### src/dioev_pkg.sv
// Purpose: Shared constants for the 48-line digital I/O event bank block.
// Assumes: Byte offsets are odd, so bit 0 of an offset is not decoded.
// Notes:   Offsets are bus byte addresses relative to the module base.
package dioev_pkg;

  // ---------------------------------------------------------------
  // Sizes
  // ---------------------------------------------------------------
  localparam int NUM_PORTS = 6;
  localparam int NUM_LINES = 48;
  localparam int NUM_NIBBLES = 12;
  localparam int ADDR_W = 7;

  // ---------------------------------------------------------------
  // Register offsets (byte addresses)
  // ---------------------------------------------------------------
  localparam logic [6:0] OFF_PORT0 = 7'h01;
  localparam logic [6:0] OFF_PORT6 = 7'h0D;
  localparam logic [6:0] OFF_PORT7 = 7'h0F;
  localparam logic [6:0] OFF_INT_EN = 7'h1F;
  localparam logic [6:0] OFF_VECTOR = 7'h2F;
  localparam logic [6:0] OFF_VECTOR_ALIAS = 7'h6F;

  // ---------------------------------------------------------------
  // Field positions and codes
  // ---------------------------------------------------------------
  localparam int MASK_W = 6;
  localparam int BANK_LSB = 6;
  localparam int SUMMARY_BIT = 7;
  localparam int POL_HI_W = 4;
  localparam int INT_EN_BIT = 0;
  localparam logic [2:0] PORT_IDX6 = 3'h6;
  localparam logic [2:0] PORT_IDX7 = 3'h7;
  localparam logic [1:0] BANK_IO = 2'h0;
  localparam logic [1:0] BANK_EVENT = 2'h1;
  localparam logic [1:0] BANK_DEBOUNCE = 2'h2;

  // ---------------------------------------------------------------
  // Unlock byte sequence
  // ---------------------------------------------------------------
  localparam logic [7:0] UNLOCK_B0 = 8'h07;
  localparam logic [7:0] UNLOCK_B1 = 8'h0D;
  localparam logic [7:0] UNLOCK_B2 = 8'h06;
  localparam logic [7:0] UNLOCK_B3 = 8'h12;

  // ---------------------------------------------------------------
  // Reset values
  // ---------------------------------------------------------------
  localparam logic [47:0] OUT_RESET = 48'h0;
  localparam logic [5:0] MASK_RESET = 6'h0;
  localparam logic [1:0] BANK_RESET = 2'h0;
  localparam logic [7:0] VECTOR_RESET = 8'h00; // Arbitrary value.

  // Mode-select sequencer states.
  typedef enum logic [5:0] {
    UNL_WAIT0 = 6'b000001,
    UNL_WAIT1 = 6'b000010,
    UNL_WAIT2 = 6'b000100,
    UNL_WAIT3 = 6'b001000,
    UNL_ENH = 6'b010000,
    UNL_LOCKED = 6'b100000
  } dioev_unl_t;

endpackage : dioev_pkg

### src/dioev_regs.sv
// Purpose: Register logic of a 48-line open-drain I/O bank with events.
// Assumes: One access per select pulse; select drops after acknowledge.
// Notes:   Debounce bank storage is not held here and reads as zero.
//
// Behaviour
// Upper data byte is never driven on reads.
// Reads of unused addresses return zero on the driven byte.
// Every access completes with no wait states.
// Interrupt vector register also answers at offset 0x6F.
// Data bit 0 maps to the lowest line of each port.
// Port write sets open-drain drivers; read returns line on/off state.
// Reset clears all output registers, releasing every line.
// Mask bit n blocks writes to port n; mask reads back.
// Host masks every port used as input.
// Reset clears the mask; standard mode ignores mask bits 6 and 7.
// Host writes four unlock bytes to port 7 right after reset.
// Enhanced mode only after 07, 0D, 06, 12 in order on port 7.
// Enhanced port 7 bits 7:6 select bank and read back.
// Host never writes bank code 11.
// Reset gives standard mode, clear mask and bank zero.
// Bank one port reads return each line's event flip-flop.
// Bank one write of zero clears that line's event flip-flop.
// A cleared event input stays disabled until a one is written.
// Bank one port 6 reports per-port status and any-event bit 7.
// Summary flag may drive the carrier interrupt request line.
// Each polarity bit sets rising or falling sense for four lines.
// No interrupt request unless the interrupt enable is set.
// Host sets polarity before enabling event inputs.
// Enabled event flip-flop sets on first edge and holds until cleared.
module dioev_regs
  import dioev_pkg::*;
(
  input wire logic REF_CLK_I, // Bus clock, 100 MHz.
  input wire logic RST_I, // Asynchronous reset, active high.
  input wire logic SEL_N_I, // Register select, active low.
  input wire logic WRITE_I, // High for write, low for read.
  input wire logic [dioev_pkg::ADDR_W-1:0] ADDR_I, // Byte address.
  input wire logic [15:0] DATA_I, // Write data, low byte used.
  output logic [15:0] DATA_O, // Read data.
  output logic DATA_LO_OE_N_O, // Low byte drive enable, active low.
  output logic DATA_HI_OE_N_O, // High byte drive enable, never low.
  output logic ACK_N_O, // Access acknowledge, active low.
  output logic INT_REQ_N_O, // Interrupt request, active low.
  input wire logic [dioev_pkg::NUM_LINES-1:0] IO_I, // Line levels.
  output logic [dioev_pkg::NUM_LINES-1:0] IO_O, // Driven level, low.
  output logic [dioev_pkg::NUM_LINES-1:0] IO_OE_N_O // Pull low, active low.
);
  import dioev_pkg::*;

  // ---------------------------------------------------------------
  // Helper functions
  // ---------------------------------------------------------------
  // Edge of the configured polarity for one line.
  function automatic logic sense_edge(input logic now, input logic was,
                                      input logic rising);
    begin
      sense_edge = rising ? (now & ~was) : (~now & was);
    end
  endfunction : sense_edge

  // Any-bit reduction of one eight-bit port slice.
  function automatic logic port_any(input logic [47:0] v, input int p);
    begin
      port_any = |v[p*8 +: 8];
    end
  endfunction : port_any

  // ---------------------------------------------------------------
  // State
  // ---------------------------------------------------------------
  logic [47:0] out_reg, out_next;
  logic [5:0] mask_reg, mask_next;
  logic [1:0] bank_reg, bank_next;
  logic [11:0] pol_reg, pol_next;
  logic [47:0] ev_reg, ev_next;
  logic [47:0] en_reg, en_next;
  logic int_en_reg, int_en_next;
  logic [7:0] vec_reg, vec_next;
  dioev_unl_t unl_reg, unl_next;
  logic [47:0] s1_reg, s2_reg, s3_reg, flt_reg, flt_d_reg;
  logic ack_reg;
  logic rd_oe_reg;
  logic [7:0] rdata_reg;
  logic irq_reg;

  // ---------------------------------------------------------------
  // Access decode
  // ---------------------------------------------------------------
  // An access is taken when select is low and no acknowledge stands.
  wire acc = ~SEL_N_I & ~ack_reg;
  wire wr = acc & WRITE_I;
  wire [7:0] wd = DATA_I[7:0];
  wire in_ports = (ADDR_I[6:4] == 3'h0);
  wire [2:0] pidx = ADDR_I[3:1];
  wire is_data_port = in_ports & (pidx < PORT_IDX6);
  wire is_p6 = in_ports & (pidx == PORT_IDX6);
  wire is_p7 = in_ports & (pidx == PORT_IDX7);
  wire is_int_en = (ADDR_I[6:1] == OFF_INT_EN[6:1]);
  wire is_vec = (ADDR_I[6:1] == OFF_VECTOR[6:1]) |
                (ADDR_I[6:1] == OFF_VECTOR_ALIAS[6:1]);
  wire enh = (unl_reg == UNL_ENH);
  wire bank_io = ~enh | (bank_reg == BANK_IO);
  wire bank_ev = enh & (bank_reg == BANK_EVENT);
  wire [5:0] port_status;
  wire summary = |port_status;
  wire [47:0] line_on = ~flt_reg;

  // Per-port event status for the summary register.
  genvar g;
  generate
    for (g = 0; g < NUM_PORTS; g++)
    begin : g_stat
      assign port_status[g] = port_any(ev_reg, g);
    end
  endgenerate

  // ---------------------------------------------------------------
  // Read data selection
  // ---------------------------------------------------------------
  // Unused addresses and unheld debounce registers fall to zero.
  logic [7:0] rd_byte;
  always_comb
  begin
    rd_byte = 8'h00;
    if (is_data_port & bank_io)
      rd_byte = line_on[pidx*8 +: 8];
    else if (is_data_port & bank_ev)
      rd_byte = ev_reg[pidx*8 +: 8];
    else if (is_p6 & bank_ev)
      rd_byte = {summary, 1'b0, port_status};
    else if (is_p7 & ~enh)
      rd_byte = {2'b00, mask_reg};
    else if (is_p7 & bank_io)
      rd_byte = {bank_reg, mask_reg};
    else if (is_p7)
      rd_byte = {bank_reg, 6'h00};
    else if (is_int_en)
      rd_byte = {7'h00, int_en_reg};
    else if (is_vec)
      rd_byte = vec_reg;
  end

  // ---------------------------------------------------------------
  // Register write and event logic
  // ---------------------------------------------------------------
  // Writes update storage; events set their flip-flops with priority.
  always_comb
  begin
    out_next = out_reg;
    mask_next = mask_reg;
    bank_next = bank_reg;
    pol_next = pol_reg;
    int_en_next = int_en_reg;
    vec_next = vec_reg;
    en_next = en_reg;
    ev_next = ev_reg;
    if (wr & is_data_port & bank_io & ~mask_reg[pidx])
      out_next[pidx*8 +: 8] = wd;
    if (wr & is_data_port & bank_ev)
    begin
      ev_next[pidx*8 +: 8] = ev_reg[pidx*8 +: 8] & wd;
      en_next[pidx*8 +: 8] = wd;
    end
    if (wr & is_p6 & bank_ev)
      pol_next[7:0] = wd;
    if (wr & is_p7 & (~enh | bank_io))
      mask_next = wd[MASK_W-1:0];
    if (wr & is_p7 & bank_ev)
      pol_next[11:8] = wd[POL_HI_W-1:0];
    if (wr & is_p7 & enh)
      bank_next = wd[BANK_LSB +: 2];
    if (wr & is_int_en)
      int_en_next = wd[INT_EN_BIT];
    if (wr & is_vec)
      vec_next = wd;
    for (int i = 0; i < NUM_LINES; i++)
    begin
      if (en_reg[i] & sense_edge(flt_reg[i], flt_d_reg[i], pol_reg[i/4]))
        ev_next[i] = 1'b1;
    end
  end

  // ---------------------------------------------------------------
  // Mode-select sequencer
  // ---------------------------------------------------------------
  // Any access other than a port 7 read or the expected port 7 write ends the chance.
  always_comb
  begin
    unl_next = unl_reg;
    case (unl_reg)
      UNL_WAIT0, UNL_WAIT1, UNL_WAIT2, UNL_WAIT3:
      begin
        if (acc & ~is_p7)
          unl_next = UNL_LOCKED;
        else if (wr & is_p7)
        begin
          unl_next = UNL_LOCKED;
          if (unl_reg == UNL_WAIT0 && wd == UNLOCK_B0)
            unl_next = UNL_WAIT1;
          if (unl_reg == UNL_WAIT1 && wd == UNLOCK_B1)
            unl_next = UNL_WAIT2;
          if (unl_reg == UNL_WAIT2 && wd == UNLOCK_B2)
            unl_next = UNL_WAIT3;
          if (unl_reg == UNL_WAIT3 && wd == UNLOCK_B3)
            unl_next = UNL_ENH;
        end
      end
      UNL_ENH: unl_next = UNL_ENH;
      UNL_LOCKED: unl_next = UNL_LOCKED;
      default: unl_next = UNL_LOCKED;
    endcase
  end

  // ---------------------------------------------------------------
  // Storage registers
  // ---------------------------------------------------------------
  // Reset releases all lines and returns to standard mode.
  always_ff @(posedge REF_CLK_I or posedge RST_I)
  begin
    if (RST_I)
    begin
      out_reg <= OUT_RESET;
      mask_reg <= MASK_RESET;
      bank_reg <= BANK_RESET;
      unl_reg <= UNL_WAIT0;
      pol_reg <= 12'h000;
      ev_reg <= 48'h0;
      en_reg <= 48'h0;
      int_en_reg <= 1'b0;
      vec_reg <= VECTOR_RESET;
    end
    else
    begin
      out_reg <= out_next;
      mask_reg <= mask_next;
      bank_reg <= bank_next;
      unl_reg <= unl_next;
      pol_reg <= pol_next;
      ev_reg <= ev_next;
      en_reg <= en_next;
      int_en_reg <= int_en_next;
      vec_reg <= vec_next;
    end
  end

  // Line inputs pass three stages; a change counts when two agree.
  always_ff @(posedge REF_CLK_I or posedge RST_I)
  begin
    if (RST_I)
    begin
      s1_reg <= {NUM_LINES{1'b1}};
      s2_reg <= {NUM_LINES{1'b1}};
      s3_reg <= {NUM_LINES{1'b1}};
      flt_reg <= {NUM_LINES{1'b1}};
      flt_d_reg <= {NUM_LINES{1'b1}};
    end
    else
    begin
      s1_reg <= IO_I;
      s2_reg <= s1_reg;
      s3_reg <= s2_reg;
      flt_reg <= (s2_reg & s3_reg) | (flt_reg & (s2_reg ^ s3_reg));
      flt_d_reg <= flt_reg;
    end
  end

  // Bus answer: acknowledge and read byte one cycle after the take.
  always_ff @(posedge REF_CLK_I or posedge RST_I)
  begin
    if (RST_I)
    begin
      ack_reg <= 1'b0;
      rd_oe_reg <= 1'b0;
      rdata_reg <= 8'h00;
      irq_reg <= 1'b0;
    end
    else
    begin
      ack_reg <= acc;
      rd_oe_reg <= acc & ~WRITE_I;
      rdata_reg <= (acc & ~WRITE_I) ? rd_byte : 8'h00;
      irq_reg <= int_en_reg & summary;
    end
  end

  // ---------------------------------------------------------------
  // Outputs
  // ---------------------------------------------------------------
  assign DATA_O = {8'h00, rdata_reg};
  assign DATA_LO_OE_N_O = ~rd_oe_reg;
  assign DATA_HI_OE_N_O = 1'b1;
  assign ACK_N_O = ~ack_reg;
  assign INT_REQ_N_O = ~irq_reg;
  assign IO_O = {NUM_LINES{1'b0}};
  assign IO_OE_N_O = ~out_reg;
endmodule : dioev_regs

### config.mk
export PLATFORM = sky130hd
export DESIGN_NAME = dioev_regs
export DESIGN_NICKNAME = d
export VERILOG_FILES = /design/src/dioev_pkg.sv /design/src/dioev_regs.sv
export SDC_FILE = /design/constraint.sdc
export NUM_CORES = 1
export LEC_CHECK = 0
export ABC_AREA = 1
export BUFFER_PORTS_ARGS = -buffer_cell sky130_fd_sc_hd__buf_2
export CAP_MARGIN = 5
export CORE_MARGIN = 5
export CORE_UTILIZATION = 55
export CTS_CLUSTER_DIAMETER = 150
export DETAILED_ROUTE_END_ITERATION = 7
export MAX_ROUTING_LAYER = met4
export PLACE_DENSITY_LB_ADDON = 0.15
export SLEW_MARGIN = 20
export SYNTH_ARGS = -nofsm -noshare
export SYNTH_HDL_FRONTEND = slang
export SYNTH_SLANG_ARGS = --single-unit
### constraint.sdc
create_clock -name REF_CLK_I -period 15.53 [get_ports REF_CLK_I]
set_clock_uncertainty 0.05 [all_clocks]
set_input_delay 2.3295 -clock REF_CLK_I [delete_from_list [all_inputs] [get_ports REF_CLK_I]]
set_output_delay 2.3295 -clock REF_CLK_I [all_outputs]
set_load 0.05 [all_outputs]
# Word-level counts from Yosys, hierarchy flattened
# Index checks and enable logic that the tools add are counted.
# op_classes
n_shift	5
mux	118
add_sub_neg	1
order_cmp	2
n_mul	0
n_reduce_logical	62
n_div	0
n_bitwise	284
n_eq_ne	16
# ops
operator	count
AND 1 bit	170
bitwise mux 48 bit	3
inverter 1 bit	104
two-way mux 1 bit	97
AND 48 bit	2
inverter 48 bit	2
nonzero test 2 bit	48
indexed part select 48 x 7 -> 8 bit	2
indexed part select 8 x 34 -> 48 bit	2
two-way mux 8 bit	9
two-way mux 48 bit	1
bitwise OR 48 bit	1
OR reduction 48 bit	1
OR reduction 8 bit	6
variable shift 8 x 34 -> 48 bit (first input constant)	1
XOR 48 bit	1
two-way mux 6 bit	6
negator 6 -> 34 bit	1
equality test 8 x 3 -> 1 bit (second input constant)	2
equality test 6 x 4 -> 1 bit (second input constant)	2
equality test 6 x 5 -> 1 bit (second input constant)	2
one-hot mux 6 bit (2 select lines)	1
AND 8 bit	1
equality test 8 x 4 -> 1 bit (second input constant)	1
16 further kinds	22
# word_totals
output_inout_bits	116
ram_bits	0
reg_bits	430
mem_count	0
latchBits	0
word_cells	554
romBits	0
input_bits	75

# Logic depth before layout (Yosys ltp)
# depth
word_depth	11
depth_mapped	15
depth_no_buf	11

# Worst setup path before layout
# OpenSTA, ideal clock, no wires.
# synth_path
path_type	input port to flip-flop
startpoint	input ADDR_I[1] (netlist bit)
endpoint	register out_reg[0]
setup_time_ns	0.124
required_ns	15.356
t_arrival_ns	4.733
path_buffers	5
cell_stages	13
path_slack_ns	10.624
path_cell_list	inv_1 -> buf_2 -> buf_2 -> clkbuf_1 -> ha_1 -> ha_1 -> buf_2 -> inv_1 -> nor4_4 -> nand4_4 -> buf_6 -> nand2_1 -> o21ai_2
# synth_between
elab_chain_len	5
word_cells_on_any_way	12
classes_between	1 x add/sub; 1 x order compare; 2 x shift; 3 x mux; 5 x bitwise
# synth_lines
item	line	text
start: declaration	dioev_regs.sv:37	input wire logic [dioev_pkg::ADDR_W-1:0] ADDR_I,
parallel branches: the longest is 5 deep, another holds negator 6 -> 34 bit	n/a	
end signal: assignment	dioev_regs.sv:234	out_reg <= out_next;
end: declaration	dioev_regs.sv:71	logic [47:0] out_reg, out_next;
# Several ways; the timed one is not identified. The select of a mux whose other input is x is not followed.
# A chain may end at the register's enable or synchronous reset.

# Worst setup path in the final report
# layout_path
startpoint	input ADDR_I[2] (netlist bit)
endpoint	register out_reg[7]
# The elaborated chain is that of the path after synthesis.

==> metrics.yaml <==
status:
  status: "completed"
pwr:
  power_density_nw_per_um2: 120
  p_leak_nw: 9.49
  ir_worst_vdd_mv: 0.122
clocking:
  cts_hold_buf: 0
  cts.repair.resized: 0
  clkLatencyLatePin_ns: 0.55
  cts_setup_buffers: 0
  cts_sinks: 430
  path_clk_slew_ns: 0.06
  tritoncts: "built"
  cts-root-buf: "clkbuf_16"
  htreeDepth: 2
  cts_buffers: 43
  max-clock-path-buffers: 3
route:
  routed-via-count: 13060
  drt_wl_total_um: 47300
  drc: 0
  routedWlPerCell_um: 19.2
  drtIter0Drc: 1059
  drtAntennaViolNets: 0
  drtPass1Iterations: 5
  viasPerCell: 5.31
die:
  die-area_um2: 37000
  num_rows: 66
  die_x_um: 192
  initial_core_util_pct: 55.9
  pin_count: 191
  die_h_um: 192
  core_area_um2: 32700
final_layout:
  drive_above_1_share_pct: 24.5
  diodes: 0
  nFillCells: 2791
  area_growth_pct: 11.9
  layout_commonest_cell: "nand2_1"
  final_cell_mix: "nand2_1, dfstp_2, inv_1"
  nets: 2110
  utilization_pct: 62.6
timing:
  relSlewSlack_pct: 43.7
  fin_hold_ws_ns: 0.304
  final-hold-violation-count: 0
  min_period_over_period_pct: 33.2
  setup_viol: 0
  slew_viol_final: 0
  rsz0062_at_grt: "no"
  worst_slew_pin_slew_ns: 0.845
  max_clock_freq_mhz: 194
  final.setup.tns_ns: 0
  post-route-min-period_ns: 5.15
grt:
  antenna_found_initial: 0
  grt_max_degree: 152
  grt_use_total_pct: 26.6
  first_global_vias: 13033
  overflow: 0
  grt_pass1_wl_um: 73200
setup_path:
  crit_arrival_ns: 5.53
  required_ns: 15.90
  crit_fanout: 27
  cpPeakStageDelay_ns: 0.77
  crit_path_start: "ADDR_I[2]"
  cp_num_cells: 10
  reg2reg_depth: 9
  endpoint: "out_reg[7]"
  r2r_end: "ev_reg[36]"
  rr_startpoint: "unl_reg[1]"
  path_buf_inv: 4
  crit_type: "in -> reg"
  startpoint_type: "input pin"
  regToRegSetupSlack_ns: 12.67
  end_kind: "register"
  crit_slowest_cell: "nor4_4"
  worstPathCellList: "buf_2, clkinv_1, buf_4, ha_1, ha_1, inv_1, nor4_4, nand4_4, nand2_1, o21ai_2"
  cp_top_family: "simple AND/OR/NAND/NOR gates"
  critPathMostFrequentCell: "ha_1"
synthesis:
  yosysSeqAreaShare_pct: 60.5
  syn_area_um2: 18300
  ys_ff_latch: 430
  postSynthCellCount: 1856
  postSynthAreaPerCell_um2: 9.86
  synth.top_cells.by_area: "dfstp_2, dfrtp_1, nand2_1"
  synth.distinct_cells: 43
  ys_warn_count: 0
  yosysTopAreaCell: "dfstp_2"
  synth.top_cell.area_share_pct: 34.6
placed_design:
  gp_congestion: 1.00
  port_buffers: 124
  dp.final_hpwl_um: 33900
hold_path:
  min_path_type: "reg -> reg"
run:
  maxCapViolCount: 0
cell usage after synthesis (all sizes together):
| master | instances |
|---|---|
| ha | 52 |
| dfrtp | 189 |
| nor4 | 1 |
| o21a | 8 |
| o22ai | 3 |
| nand3 | 115 |
| and3 | 1 |
| clkinv | 1 |
| inv | 206 |
| nand3b | 3 |
| and2 | 1 |
| clkbuf | 18 |
| o211ai | 20 |
| a21o | 48 |
| nor3 | 21 |
| dfstp | 241 |
| nand2 | 417 |
| nor2 | 119 |
| o21ai | 201 |
| or2 | 8 |
| buf | 87 |
| a21oi | 68 |
| a22oi | 5 |
| conb | 2 |
| nand4 | 21 |
area by class of cell:
cell class / count / area (µm²) / share of cell area [%]
timing repair buffer: 132 / 701 / 3.42
sequential: 430 / 11100 / 54.0
clock inverter: 13 / 121 / 0.593
inverter: 207 / 785 / 3.83
clock buffer: 65 / 1280 / 6.26
tap: 442 / 553 / 2.70
multi-input combinational: 1169 / 5980 / 29.2
power by group:
part	leakage (nW)	switching, W	internal [W]
Clock	0.694	0.000426	0.000590
Sequential	4.88	0.0000369	0.00121
Combinational	3.92	0.000150	0.0000462
through the flow:
step / total power, W / cell area [µm²] / worst slack [ns] / std cells
final: 0.00246 / 20500 / 10.38 / 2458
after global routing: 0.00256 / 20500 / 10.15 / 2458
after CTS: 0.00248 / 20500 / 10.46 / 2458
after detailed placement: 0.00146 / 19100 / 9.91 / 2380
after global placement: 0.00145 / 19100 / 9.85 / 2380
after floorplan: 0.00140 / 18500 / 1.57 / 1911
metal layers:
layer,wire length [µm],track usage [%],vias up,share of wire (%)
met3,3510,4.99,84,7.4
met1,20700,36.7,6366,44
met5,0,-,-,0
li1,-,-,6162,-
met4,1500,8.06,0,3.2
met2,21500,40.7,448,46
worst min path at each step:
stage	from	endpoint	slack, ns	cells after the start
2_1_floorplan	s1_reg[0]	s2_reg[0]	0.30	0
3_3_place_gp	s1_reg[8]	s2_reg[8]	0.30	0
3_5_place_dp	s1_reg[22]	s2_reg[22]	0.30	0
4_1_cts	s1_reg[4]	s2_reg[4]	0.30	0
5_1_grt	s1_reg[34]	s2_reg[34]	0.31	0
6_report	s1_reg[19]	s2_reg[19]	0.30	0
cells by family (layout without fill, tap and decap cells):
| kind of cell | after synthesis | after routing | synth area share, % |
|---|---|---|---|
| other | 2 | 57 | 0.0410 |
| DFF | 430 | 430 | 60.5 |
| AOI/OAI and AO/OA | 353 | 353 | 11.2 |
| buffers and inverters | 312 | 417 | 8.02 |
| and+or+nand+nor | 707 | 707 | 16.7 |
| adders and majority gates | 52 | 52 | 3.56 |
Note: power is estimated with default switching activity, not from simulation.
